**config.mk**
```make
export PLATFORM = sky130hd
export DESIGN_NAME = smbus_slave_register_port
export DESIGN_NICKNAME = d
export VERILOG_FILES = /design/src/rtl/smbus_port_pkg.sv /design/src/rtl/smbus_slave_register_port.sv
export SDC_FILE = /design/constraint.sdc
export NUM_CORES = 1
export LEC_CHECK = 0
export ABC_AREA = 0
export BUFFER_PORTS_ARGS = -buffer_cell sky130_fd_sc_hd__buf_2
export CAP_MARGIN = 10
export CORE_MARGIN = 1
export CORE_UTILIZATION = 30
export DETAILED_ROUTE_END_ITERATION = 6
export PLACE_DENSITY = 0.61
export REMOVE_ABC_BUFFERS = 1
export SYNTH_ARGS = -nofsm -noshare
export SYNTH_HDL_FRONTEND = slang
export SYNTH_SLANG_ARGS = --single-unit
```
**constraint.sdc**
```tcl
create_clock -name clk_i -period 6.5 [get_ports clk_i]
set_clock_uncertainty 0.2 [all_clocks]
set_input_delay 0.975 -clock clk_i [delete_from_list [all_inputs] [get_ports clk_i]]
set_output_delay 0.975 -clock clk_i [all_outputs]
set_load 0.02 [all_outputs]
```
**src/rtl/smbus_port_pkg.sv**
```systemverilog
// Constants, offsets and state encoding of the SMBus register port.
package smbus_port_pkg;
    localparam int          CLK_KHZ       = 40000;
    localparam int          TO_MS         = 25;
    localparam logic [23:0] TO_CYC        = 24'(TO_MS * CLK_KHZ);
    localparam logic [6:0]  ADDR_DEFAULT  = 7'h2e;
    localparam logic [6:0]  ADDR_SEL_LO   = 7'h2c;
    localparam logic [6:0]  ADDR_SEL_HI   = 7'h2d;
    localparam logic [4:0]  ADDR_TOP5     = 5'h0b;
    localparam logic [6:0]  ADDR_ARA      = 7'h0c;
    localparam logic [6:0]  ADDR_GCALL    = 7'h00;
    localparam logic [7:0]  UNDEF_DATA    = 8'h00;
    localparam logic [3:0]  OFS_CTRL      = 4'h0;
    localparam logic [3:0]  OFS_STAT      = 4'h4;
    localparam logic [3:0]  OFS_PTR       = 4'h8;
    localparam int          CTRL_PWM_OUTPUT_2     = 0;
    localparam int          CTRL_TACH_INPUT_3    = 1;
    localparam int          CTRL_IRQ_EN   = 2;
    localparam logic [2:0]  CTRL_RESET    = 3'h0;
    localparam logic [1:0]  SETTLE_DONE   = 2'h3;
    typedef enum logic [2:0] {
        ST_IDLE = 3'b000,
        ST_ADDR = 3'b001,
        ST_AACK = 3'b011,
        ST_RXB  = 3'b010,
        ST_RACK = 3'b110,
        ST_TXB  = 3'b111,
        ST_TACK = 3'b101,
        ST_IGN  = 3'b100
    } link_state_type;
endpackage

```
**src/rtl/smbus_slave_register_port.sv**
```systemverilog
// SMBus slave register port with Avalon-MM control and status registers.
//
// Design decisions made here: register access over Avalon-MM and the register addresses.
`timescale 1ns/1ps
module smbus_slave_register_port
    import smbus_port_pkg::*;
#(
    parameter logic [23:0] TIMEOUT_CYC = smbus_port_pkg::TO_CYC
) (
    input  wire logic        clk_i,
    input  wire logic        rstn_i,
    input  wire logic        scl_i,
    input  wire logic        sda_i,
    output logic             sda_o,
    output logic             sda_oe_o,
    input  wire logic        addr_en_n_i,
    input  wire logic        addr_sel_i,
    input  wire logic [3:0]  avs_address_i,
    input  wire logic        avs_read_i,
    input  wire logic        avs_write_i,
    input  wire logic [31:0] avs_writedata_i,
    input  wire logic [3:0]  avs_byteenable_i,
    output logic [31:0]      avs_readdata_o,
    output logic             avs_waitrequest_o,
    output logic [7:0]       reg_addr_o,
    output logic [7:0]       reg_wdata_o,
    output logic             reg_wr_o,
    input  wire logic [7:0]  reg_rdata_i,
    input  wire logic        reg_defined_i,
    input  wire logic        status_any_i,
    output logic             irq_n_o,
    output logic             pwm_output_2_int_n_o,
    output logic             tach_input_3_int_n_o,
    output logic             tach_input_4_dis_o,
    output logic             pwm_output_3_dis_o
);
    import smbus_port_pkg::*;

    logic           scl_m, scl_s, scl_d, sda_m, sda_s, sda_d;
    logic           en_m, en_s, sel_m, sel_s;
    logic [1:0]     settle_reg;
    logic           mode_reg, locked_reg;
    logic [6:0]     own_reg;
    link_state_type state_reg;
    logic [2:0]     bit_cnt;
    logic [6:0]     sh_reg;
    logic [7:0]     tx_reg;
    logic [1:0]     idx_reg;
    logic           rd_reg, ara_reg, drv_reg;
    logic [7:0]     ptr_reg;
    logic           pend_reg;
    logic [23:0]    to_cnt;
    logic [2:0]     ctrl_reg;
    logic           wait_reg;
    logic           ara_done;

    // The first stage of each synchroniser feeds only the second.
    always_ff @(posedge clk_i or negedge rstn_i) begin
        if (!rstn_i) begin
            scl_m <= 1'b1;
            scl_s <= 1'b1;
            scl_d <= 1'b1;
            sda_m <= 1'b1;
            sda_s <= 1'b1;
            sda_d <= 1'b1;
            en_m  <= 1'b1;
            en_s  <= 1'b1;
            sel_m <= 1'b0;
            sel_s <= 1'b0;
        end else begin
            scl_m <= scl_i;
            scl_s <= scl_m;
            scl_d <= scl_s;
            sda_m <= sda_i;
            sda_s <= sda_m;
            sda_d <= sda_s;
            en_m  <= addr_en_n_i;
            en_s  <= en_m;
            sel_m <= addr_sel_i;
            sel_s <= sel_m;
        end
    end

    logic scl_rise, scl_fall, start_det, stop_det, last_bit, to_hit;
    logic [7:0] byte_in;
    logic [6:0] cand_addr, own_addr;
    logic alert_ok, addr_done, rx_done;

    assign scl_rise  = scl_s & ~scl_d;
    assign scl_fall  = ~scl_s & scl_d;
    assign start_det = scl_s & scl_d & sda_d & ~sda_s;
    assign stop_det  = scl_s & scl_d & ~sda_d & sda_s;
    assign byte_in   = {sh_reg, sda_s};
    assign last_bit  = scl_rise & (bit_cnt == 3'h7);
    assign addr_done = (state_reg == ST_ADDR) & last_bit;
    assign rx_done   = (state_reg == ST_RXB) & last_bit;
    assign to_hit    = (to_cnt == TIMEOUT_CYC);
    assign alert_ok  = ctrl_reg[CTRL_IRQ_EN] & status_any_i;

    function automatic logic [6:0] strap_addr(input logic sel);
        strap_addr = sel ? ADDR_SEL_HI : ADDR_SEL_LO;
    endfunction

    assign cand_addr = mode_reg ? strap_addr(sel_s) : ADDR_DEFAULT;
    assign own_addr  = locked_reg ? own_reg : cand_addr;

    // The enable strap is caught once it has settled through the synchroniser; the select pin stays live until the address is latched.
    always_ff @(posedge clk_i or negedge rstn_i) begin
        if (!rstn_i) begin
            settle_reg <= 2'h0;
            mode_reg   <= 1'b0;
        end else if (settle_reg != SETTLE_DONE) begin
            settle_reg <= settle_reg + 2'h1;
            mode_reg   <= ~en_s;
        end
    end

    // Latching guards the selection against glitches seen on the select pin later.
    always_ff @(posedge clk_i or negedge rstn_i) begin
        if (!rstn_i) begin
            locked_reg <= 1'b0;
            own_reg    <= ADDR_DEFAULT;
        end else if (addr_done && mode_reg && !locked_reg && byte_in[7:3] == ADDR_TOP5) begin
            locked_reg <= 1'b1;
            own_reg    <= cand_addr;
        end
    end

    // Counts clock-low time while a transfer is open; stretching by other agents counts too.
    always_ff @(posedge clk_i or negedge rstn_i) begin
        if (!rstn_i) begin
            to_cnt <= 24'h0;
        end else if (scl_s || state_reg == ST_IDLE || to_hit) begin
            to_cnt <= 24'h0;
        end else begin
            to_cnt <= to_cnt + 24'h1;
        end
    end

    // Link sequencer; SDA only ever pulled low, SCL is never driven.
    always_ff @(posedge clk_i or negedge rstn_i) begin
        if (!rstn_i) begin
            state_reg <= ST_IDLE;
            bit_cnt   <= 3'h0;
            sh_reg    <= 7'h0;
            tx_reg    <= 8'h0;
            idx_reg   <= 2'h0;
            rd_reg    <= 1'b0;
            ara_reg   <= 1'b0;
            drv_reg   <= 1'b0;
            sda_oe_o  <= 1'b0;
            ara_done  <= 1'b0;
        end else begin
            ara_done <= 1'b0;
            if (to_hit || stop_det) begin
                state_reg <= ST_IDLE;
                sda_oe_o  <= 1'b0;
                drv_reg   <= 1'b0;
            end else if (start_det) begin
                state_reg <= ST_ADDR;
                bit_cnt   <= 3'h0;
                idx_reg   <= 2'h0;
                sda_oe_o  <= 1'b0;
                drv_reg   <= 1'b0;
            end else begin
                if (scl_rise) begin
                    sh_reg  <= byte_in[6:0];
                    bit_cnt <= bit_cnt + 3'h1;
                end
                case (state_reg)
                    ST_ADDR: begin
                        if (last_bit) begin
                            rd_reg  <= byte_in[0];
                            ara_reg <= 1'b0;
                            if (byte_in[7:1] == ADDR_GCALL) begin
                                state_reg <= ST_IGN;
                            end else if (byte_in[7:1] == ADDR_ARA && byte_in[0] && alert_ok) begin
                                state_reg <= ST_AACK;
                                ara_reg   <= 1'b1;
                                tx_reg    <= {own_addr, 1'b1};
                            end else if (byte_in[7:1] == own_addr) begin
                                state_reg <= ST_AACK;
                                tx_reg    <= reg_defined_i ? reg_rdata_i : UNDEF_DATA;
                            end else begin
                                state_reg <= ST_IGN;
                            end
                        end
                    end
                    ST_AACK, ST_RACK: begin
                        if (scl_fall) begin
                            if (!drv_reg) begin
                                drv_reg  <= 1'b1;
                                sda_oe_o <= 1'b1;
                            end else begin
                                drv_reg  <= 1'b0;
                                bit_cnt  <= 3'h0;
                                ara_done <= ara_reg && state_reg == ST_AACK;
                                if (state_reg == ST_AACK && rd_reg) begin
                                    state_reg <= ST_TXB;
                                    sda_oe_o  <= ~tx_reg[7];
                                    tx_reg    <= {tx_reg[6:0], 1'b1};
                                end else begin
                                    state_reg <= ST_RXB;
                                    sda_oe_o  <= 1'b0;
                                end
                            end
                        end
                    end
                    ST_RXB: begin
                        if (rx_done) begin
                            idx_reg <= idx_reg + 2'h1;
                            // A third byte is not a valid format and is refused.
                            state_reg <= (idx_reg == 2'h2) ? ST_IGN : ST_RACK;
                        end
                    end
                    ST_TXB: begin
                        if (last_bit) begin
                            state_reg <= ST_TACK;
                        end else if (scl_fall) begin
                            sda_oe_o <= ~tx_reg[7];
                            tx_reg   <= {tx_reg[6:0], 1'b1};
                        end
                    end
                    ST_TACK: begin
                        if (scl_fall) begin
                            sda_oe_o <= 1'b0;
                        end else if (scl_rise) begin
                            state_reg <= ST_IGN;
                        end
                    end
                    ST_IDLE, ST_IGN: begin
                        sda_oe_o <= 1'b0;
                    end
                    default: begin
                        state_reg <= ST_IDLE;
                        sda_oe_o  <= 1'b0;
                    end
                endcase
            end
        end
    end

    // Pointer persists across transactions; pointer write is kept even if no data follows.
    always_ff @(posedge clk_i or negedge rstn_i) begin
        if (!rstn_i) begin
            ptr_reg <= 8'h0;
        end else if (!to_hit && !stop_det && !start_det && rx_done && idx_reg == 2'h0) begin
            ptr_reg <= byte_in;
        end
    end

    // Data is held back until STOP, so an aborted write never reaches a register.
    always_ff @(posedge clk_i or negedge rstn_i) begin
        if (!rstn_i) begin
            pend_reg    <= 1'b0;
            reg_wdata_o <= 8'h0;
            reg_wr_o    <= 1'b0;
        end else begin
            reg_wr_o <= 1'b0;
            if (to_hit || start_det || (rx_done && idx_reg == 2'h2)) begin
                pend_reg <= 1'b0;
            end else if (stop_det) begin
                reg_wr_o <= pend_reg;
                pend_reg <= 1'b0;
            end else if (rx_done && idx_reg == 2'h1) begin
                pend_reg    <= 1'b1;
                reg_wdata_o <= byte_in;
            end
        end
    end

    // Avalon slave: waitrequest for one cycle, answer in the next.
    logic bus_req, bus_take;
    assign bus_req  = avs_read_i | avs_write_i;
    assign bus_take = avs_write_i & ~wait_reg;

    always_ff @(posedge clk_i or negedge rstn_i) begin
        if (!rstn_i) begin
            wait_reg       <= 1'b1;
            avs_readdata_o <= 32'h0;
        end else begin
            wait_reg <= ~(bus_req & wait_reg);
            if (avs_read_i && wait_reg) begin
                case (avs_address_i)
                    OFS_CTRL: avs_readdata_o <= {29'h0, ctrl_reg};
                    OFS_STAT: avs_readdata_o <= {22'h0, state_reg != ST_IDLE, mode_reg, locked_reg, own_addr};
                    OFS_PTR:  avs_readdata_o <= {24'h0, ptr_reg};
                    default:  avs_readdata_o <= 32'h0;
                endcase
            end
        end
    end

    // A software write setting the enable wins over a same-cycle alert clear.
    always_ff @(posedge clk_i or negedge rstn_i) begin
        if (!rstn_i) begin
            ctrl_reg <= CTRL_RESET;
        end else if (bus_take && avs_address_i == OFS_CTRL && avs_byteenable_i[0]) begin
            ctrl_reg <= avs_writedata_i[2:0];
        end else if (ara_done) begin
            ctrl_reg[CTRL_IRQ_EN] <= 1'b0;
        end
    end

    always_ff @(posedge clk_i or negedge rstn_i) begin
        if (!rstn_i) begin
            irq_n_o              <= 1'b1;
            pwm_output_2_int_n_o <= 1'b1;
            tach_input_3_int_n_o <= 1'b1;
            tach_input_4_dis_o   <= 1'b0;
            pwm_output_3_dis_o   <= 1'b0;
            sda_o                <= 1'b0;
        end else begin
            irq_n_o              <= ~alert_ok;
            pwm_output_2_int_n_o <= ~(alert_ok & ctrl_reg[CTRL_PWM_OUTPUT_2]);
            tach_input_3_int_n_o <= ~(alert_ok & ctrl_reg[CTRL_TACH_INPUT_3]);
            tach_input_4_dis_o   <= mode_reg;
            pwm_output_3_dis_o   <= mode_reg;
            sda_o                <= 1'b0;
        end
    end

    assign avs_waitrequest_o = wait_reg;
    assign reg_addr_o        = ptr_reg;
endmodule

```
# Word-level counts from Yosys, hierarchy flattened
# Cells that the tools add are included.
# totals
reg_bits	131
inputBits	58
# op_classes
add_sub_neg	4
eq_ne	35
mux	67
n_bitwise	31
reduce_logical	49
# op_table
op	n
2-to-1 mux 8 bit	10
2-to-1 mux 3 bit	18
inequality test 4 bit (second input constant)	8
one-hot mux 10 bit (3 select lines)	1
2-to-1 mux 1 bit	28
adder 24 x 1 -> 24 bit (second input constant)	1
equality test 24 x 20 -> 1 bit (second input constant)	1
2-to-1 mux 24 bit	1
one-hot mux 8 bit (3 select lines)	1
logical AND 1 bit	16
inequality test 2 bit (second input constant)	8
AND 1 bit	15
equality test 3 bit (second input constant)	5
inverter 1 bit	15
one-hot mux 3 bit (5 select lines)	1
nonzero test 3 bit	5
AND reduction 11 bit	1
2-to-1 mux 2 bit	5
AND reduction 3 bit	3
inequality test 4 x 3 -> 1 bit (second input constant)	2
AND reduction 8 bit	1
equality test 7 x 4 -> 1 bit (second input constant)	1
equality test 7 bit	1
logical NOT 7 bit	1
25 further kinds	37

# Logic depth before layout (Yosys ltp)
# logic_depth
ltp_word	11
depth_mapped	10

# Worst setup path after synthesis
# No wires, ideal clock.
# synth_timing
path_kind	register -> register
startpoint	register to_cnt[0]
endpoint	register tx_reg[0]
setup_time_ns	0.125
t_arrival_ns	2.298
setup_slack_ns	3.877
path_stages_with_launch	11
path_buffers	2
period_less_slack_ns	2.623
cell_sequence	dfrtp_1 > inv_1 > ha_1 > nor3b_1 > and3_1 > and4_1 > or3_4 > buf_4 > a221o_1 > buf_6 > mux2_4
# synth_via
elab_chain_len	4
# synth_rtl
element	line	text
start: declaration	smbus_slave_register_port.sv:52	logic [23:0] to_cnt;
start signal: assignment	smbus_slave_register_port.sv:136	to_cnt <= to_cnt + 24'h1;
equality test 24 x 20 -> 1 bit	smbus_slave_register_port.sv:97	assign to_hit = (to_cnt == TIMEOUT_CYC);
logical OR 1 bit	smbus_slave_register_port.sv:155	if (to_hit || stop_det) begin
inverter 1 bit (no source line)	-	
AND reduction 11 bit (no source line)	-	
end signal: assignment	smbus_slave_register_port.sv:180	tx_reg <= {own_addr, 1'b1};
end signal: assignment	smbus_slave_register_port.sv:183	tx_reg <= reg_defined_i ? reg_rdata_i : UNDEF_DATA;
end signal: assignment	smbus_slave_register_port.sv:201	tx_reg <= {tx_reg[6:0], 1'b1};
end: declaration	smbus_slave_register_port.sv:47	logic [7:0] tx_reg;
# Every way passes these cells.
# A chain may end at the register's enable or synchronous reset.

# Worst setup path after layout
# layout_timing
startpoint	register to_cnt[0]
endpoint	register tx_reg[1]
# The elaborated chain is that of the path after synthesis.

==> reports/metrics.yaml <==
holdPathStages: 0
synth-seq-area-share_pct: 51.9
max_slew_margin_pct: 44.9
cpPeakStageDelay_ns: 0.49
p_int_mw: 1.22
drc: 0
netlist_area_sq_um: 5050
drt_pass1_iterations: 4
avgRoutedWirePerCell_microns: 13.9
p_per_area_nw_per_um2: 306
insertion_delay_ns: 0.35
path_class: "flop to flop"
hp-class: "flop to flop"
grt_pass1_vias: 3552
num_vias: 3478
synth-async-reset-ratio_pct: 100
ios: 115
synth_edf_count: 0
grt_max_degree: 67
grt_pass1_wl_mm: 17.5
cts.path.max_buffers: 2
drive_gt1_share_pct: 24.1
ant_nets: 0
finalNetCount: 579
rsz0062_at_grt: "no"
postRouteWirelength_mm: 10.3
max_freq_mhz: 354
holdBufCountCts: 0
p_total_mw: 1.76
grt_overflow: 0
reg.largest.list: "to_cnt x24, avs_readdata_o x10"
comb_power_share_pct: 19.8
syn-instance-count: 460
crit_buf_inv: 1
hold_violations: 0
p_sw_mw: 0.542
slowest_stage: "a221o_1"
start_util_pct: 30.5
postCtsSetupBuffers: 0
grt_use_total_pct: 12.6
rows: 47
clkTransAtPathRegs_ns: 0.07
gp_congestion: 0.830
synthTopCellsByArea: "dfrtp_1, dfstp_2, mux2_1, buf_4, nor2_1"
core_sq_um: 16500
synthDistinctLibCells: 69
end_kind: "flop"
cts_tree: "built"
power_frac_clock_pct: 32.9
setup_viol: 0
hold-path-endpoint: "sel_s"
dieArea_sq_um: 17300
crit_chain: "inv_1 > ha_1 > nor3b_1 > and3_1 > and4_1 > or3_4 > a221o_1 > mux2_4"
maxCapViolations: 0
cts.repair.resized: 0
antenna_found_initial: 0
synth_seq_cells: 104
leakagePower_nw: 2.72
p_sw_share_pct: 30.7
r2r_end: "tx_reg[1]"
yosysTopAreaCell: "dfrtp_1"
min_period_ns: 2.83
crit_arrival_ns: 2.86
portBuffers: 59
fp.dieW_microns: 132
root_buffer: "clkbuf_16"
largest_reg_flops: 24
synthFlopType: "dfrtp_1"
largest_register: "to_cnt"
cp.depth: 8
dpl.hpwl_mm: 7.39
netlist_top_cells_count: "dfrtp_1, nor2_1, nand2_1, buf_4, nand3_1"
required_ns: 6.54
timing.rr.start: "to_cnt[0]"
synth.most_common_cell: "dfrtp_1"
min_period_over_period_pct: 43.5
syn_avg_cell_area_sq_um: 11.0
report.final.slew_viol_count: 0
antennaDiodeCount: 0
fp.dieH_microns: 132
yosysWarnings: 0
worstRegToRegCells: 8
path_max_fanout: 10
power_frac_seq_pct: 47.3
clkSinkCount: 104
nFillCells: 1603
drtIter0Drc: 158
ir_worst_vdd_mv: 0.143
start_kind: "flop"
synth_top_area_share_pct: 45.1
cp_top_family: "simple AND/OR/NAND/NOR gates"
outcome: "finished, final reports clean"
via_per_inst: 4.71
cts_buffers: 9
r2r_setup_slack_ns: 3.67
min-delay-start: "sel_m"
fin_tns_setup_ns: 0
area_delta_synth_final_pct: 14.4
h-tree-depth: 3
tightest_slew_ns: 0.826
## power by group through the flow
stage / registers (mW) / logic (mW) / clock network [mW]
2_1_floorplan: 0.825 / 0.254 / 0
4_1_cts: 0.834 / 0.354 / 0.601
3_5_place_dp: 0.844 / 0.353 / 0
3_3_place_gp: 0.843 / 0.344 / 0
6_report: 0.835 / 0.349 / 0.581
5_1_grt: 0.853 / 0.390 / 0.623
## per-stage QoR
step                util, %  area, sq um  setup WS [ns]  hold slack [ns]  instances
floorplan                 -         4870           3.89            0.131        442
global placement       33.0         5450           3.59            0.146        722
detailed placement     33.0         5450           3.58            0.140        722
CTS                    34.9         5770           3.66            0.153        738
global route           34.9         5770           3.55            0.155        738
finish                 34.9         5770           3.67            0.151        738
## final cells by class
| cell class | instances | area, sq um | share of cell area [%] |
|---|---|---|---|
| multi-input cells | 326 | 2210 | 38.2 |
| clock buffers | 10 | 229 | 3.97 |
| repair buffers | 60 | 305 | 5.29 |
| well taps | 220 | 275 | 4.77 |
| inverters | 12 | 45.0 | 0.781 |
| flip-flops and latches | 104 | 2620 | 45.4 |
| clock inverters | 6 | 90.1 | 1.56 |
## cells in the final DEF (no fill, tap or decap), drive strengths merged, types with 13 or more instances in the layout
cell type and instances:
buf 60, conb 23, dfrtp 91, dfstp 13
inv 14, mux2 37, nand2 42, nand3 18
nor2 47, o21ai 19, xor2 17
## cells by family after synthesis
family | share of synthesized area [%]
buffers and inverters | 6.00
AO/OA/AOI/OAI | 8.08
AND/OR/NAND/NOR | 18.2
adder cells (fa/ha/maj) | 1.98
flip-flops | 51.9
XOR/XNOR | 4.17
other | 0.0743
multiplexers | 9.65
## per-layer routing
metal | share of wire [%] | GRT usage (%) | wire (microns)
met1 | 44 | 15.1 | 4510
met2 | 51 | 21.8 | 5230
met3 | 4.0 | 3.63 | 409
met4 | 1.4 | 3.55 | 142
met5 | 0 | 0 | 0
## how the worst max path moves through the flow
stage / startpoint / endpoint / slack (ns)
CTS: to_cnt[0] / tx_reg[1] / 3.66
global route: to_cnt[0] / tx_reg[1] / 3.55
detailed placement: status_any_i / tx_reg[4] / 3.58
finish: to_cnt[0] / tx_reg[1] / 3.67
floorplan: status_any_i / tx_reg[0] / 3.89
global placement: status_any_i / tx_reg[5] / 3.59
(Power assumes the default switching activity.)
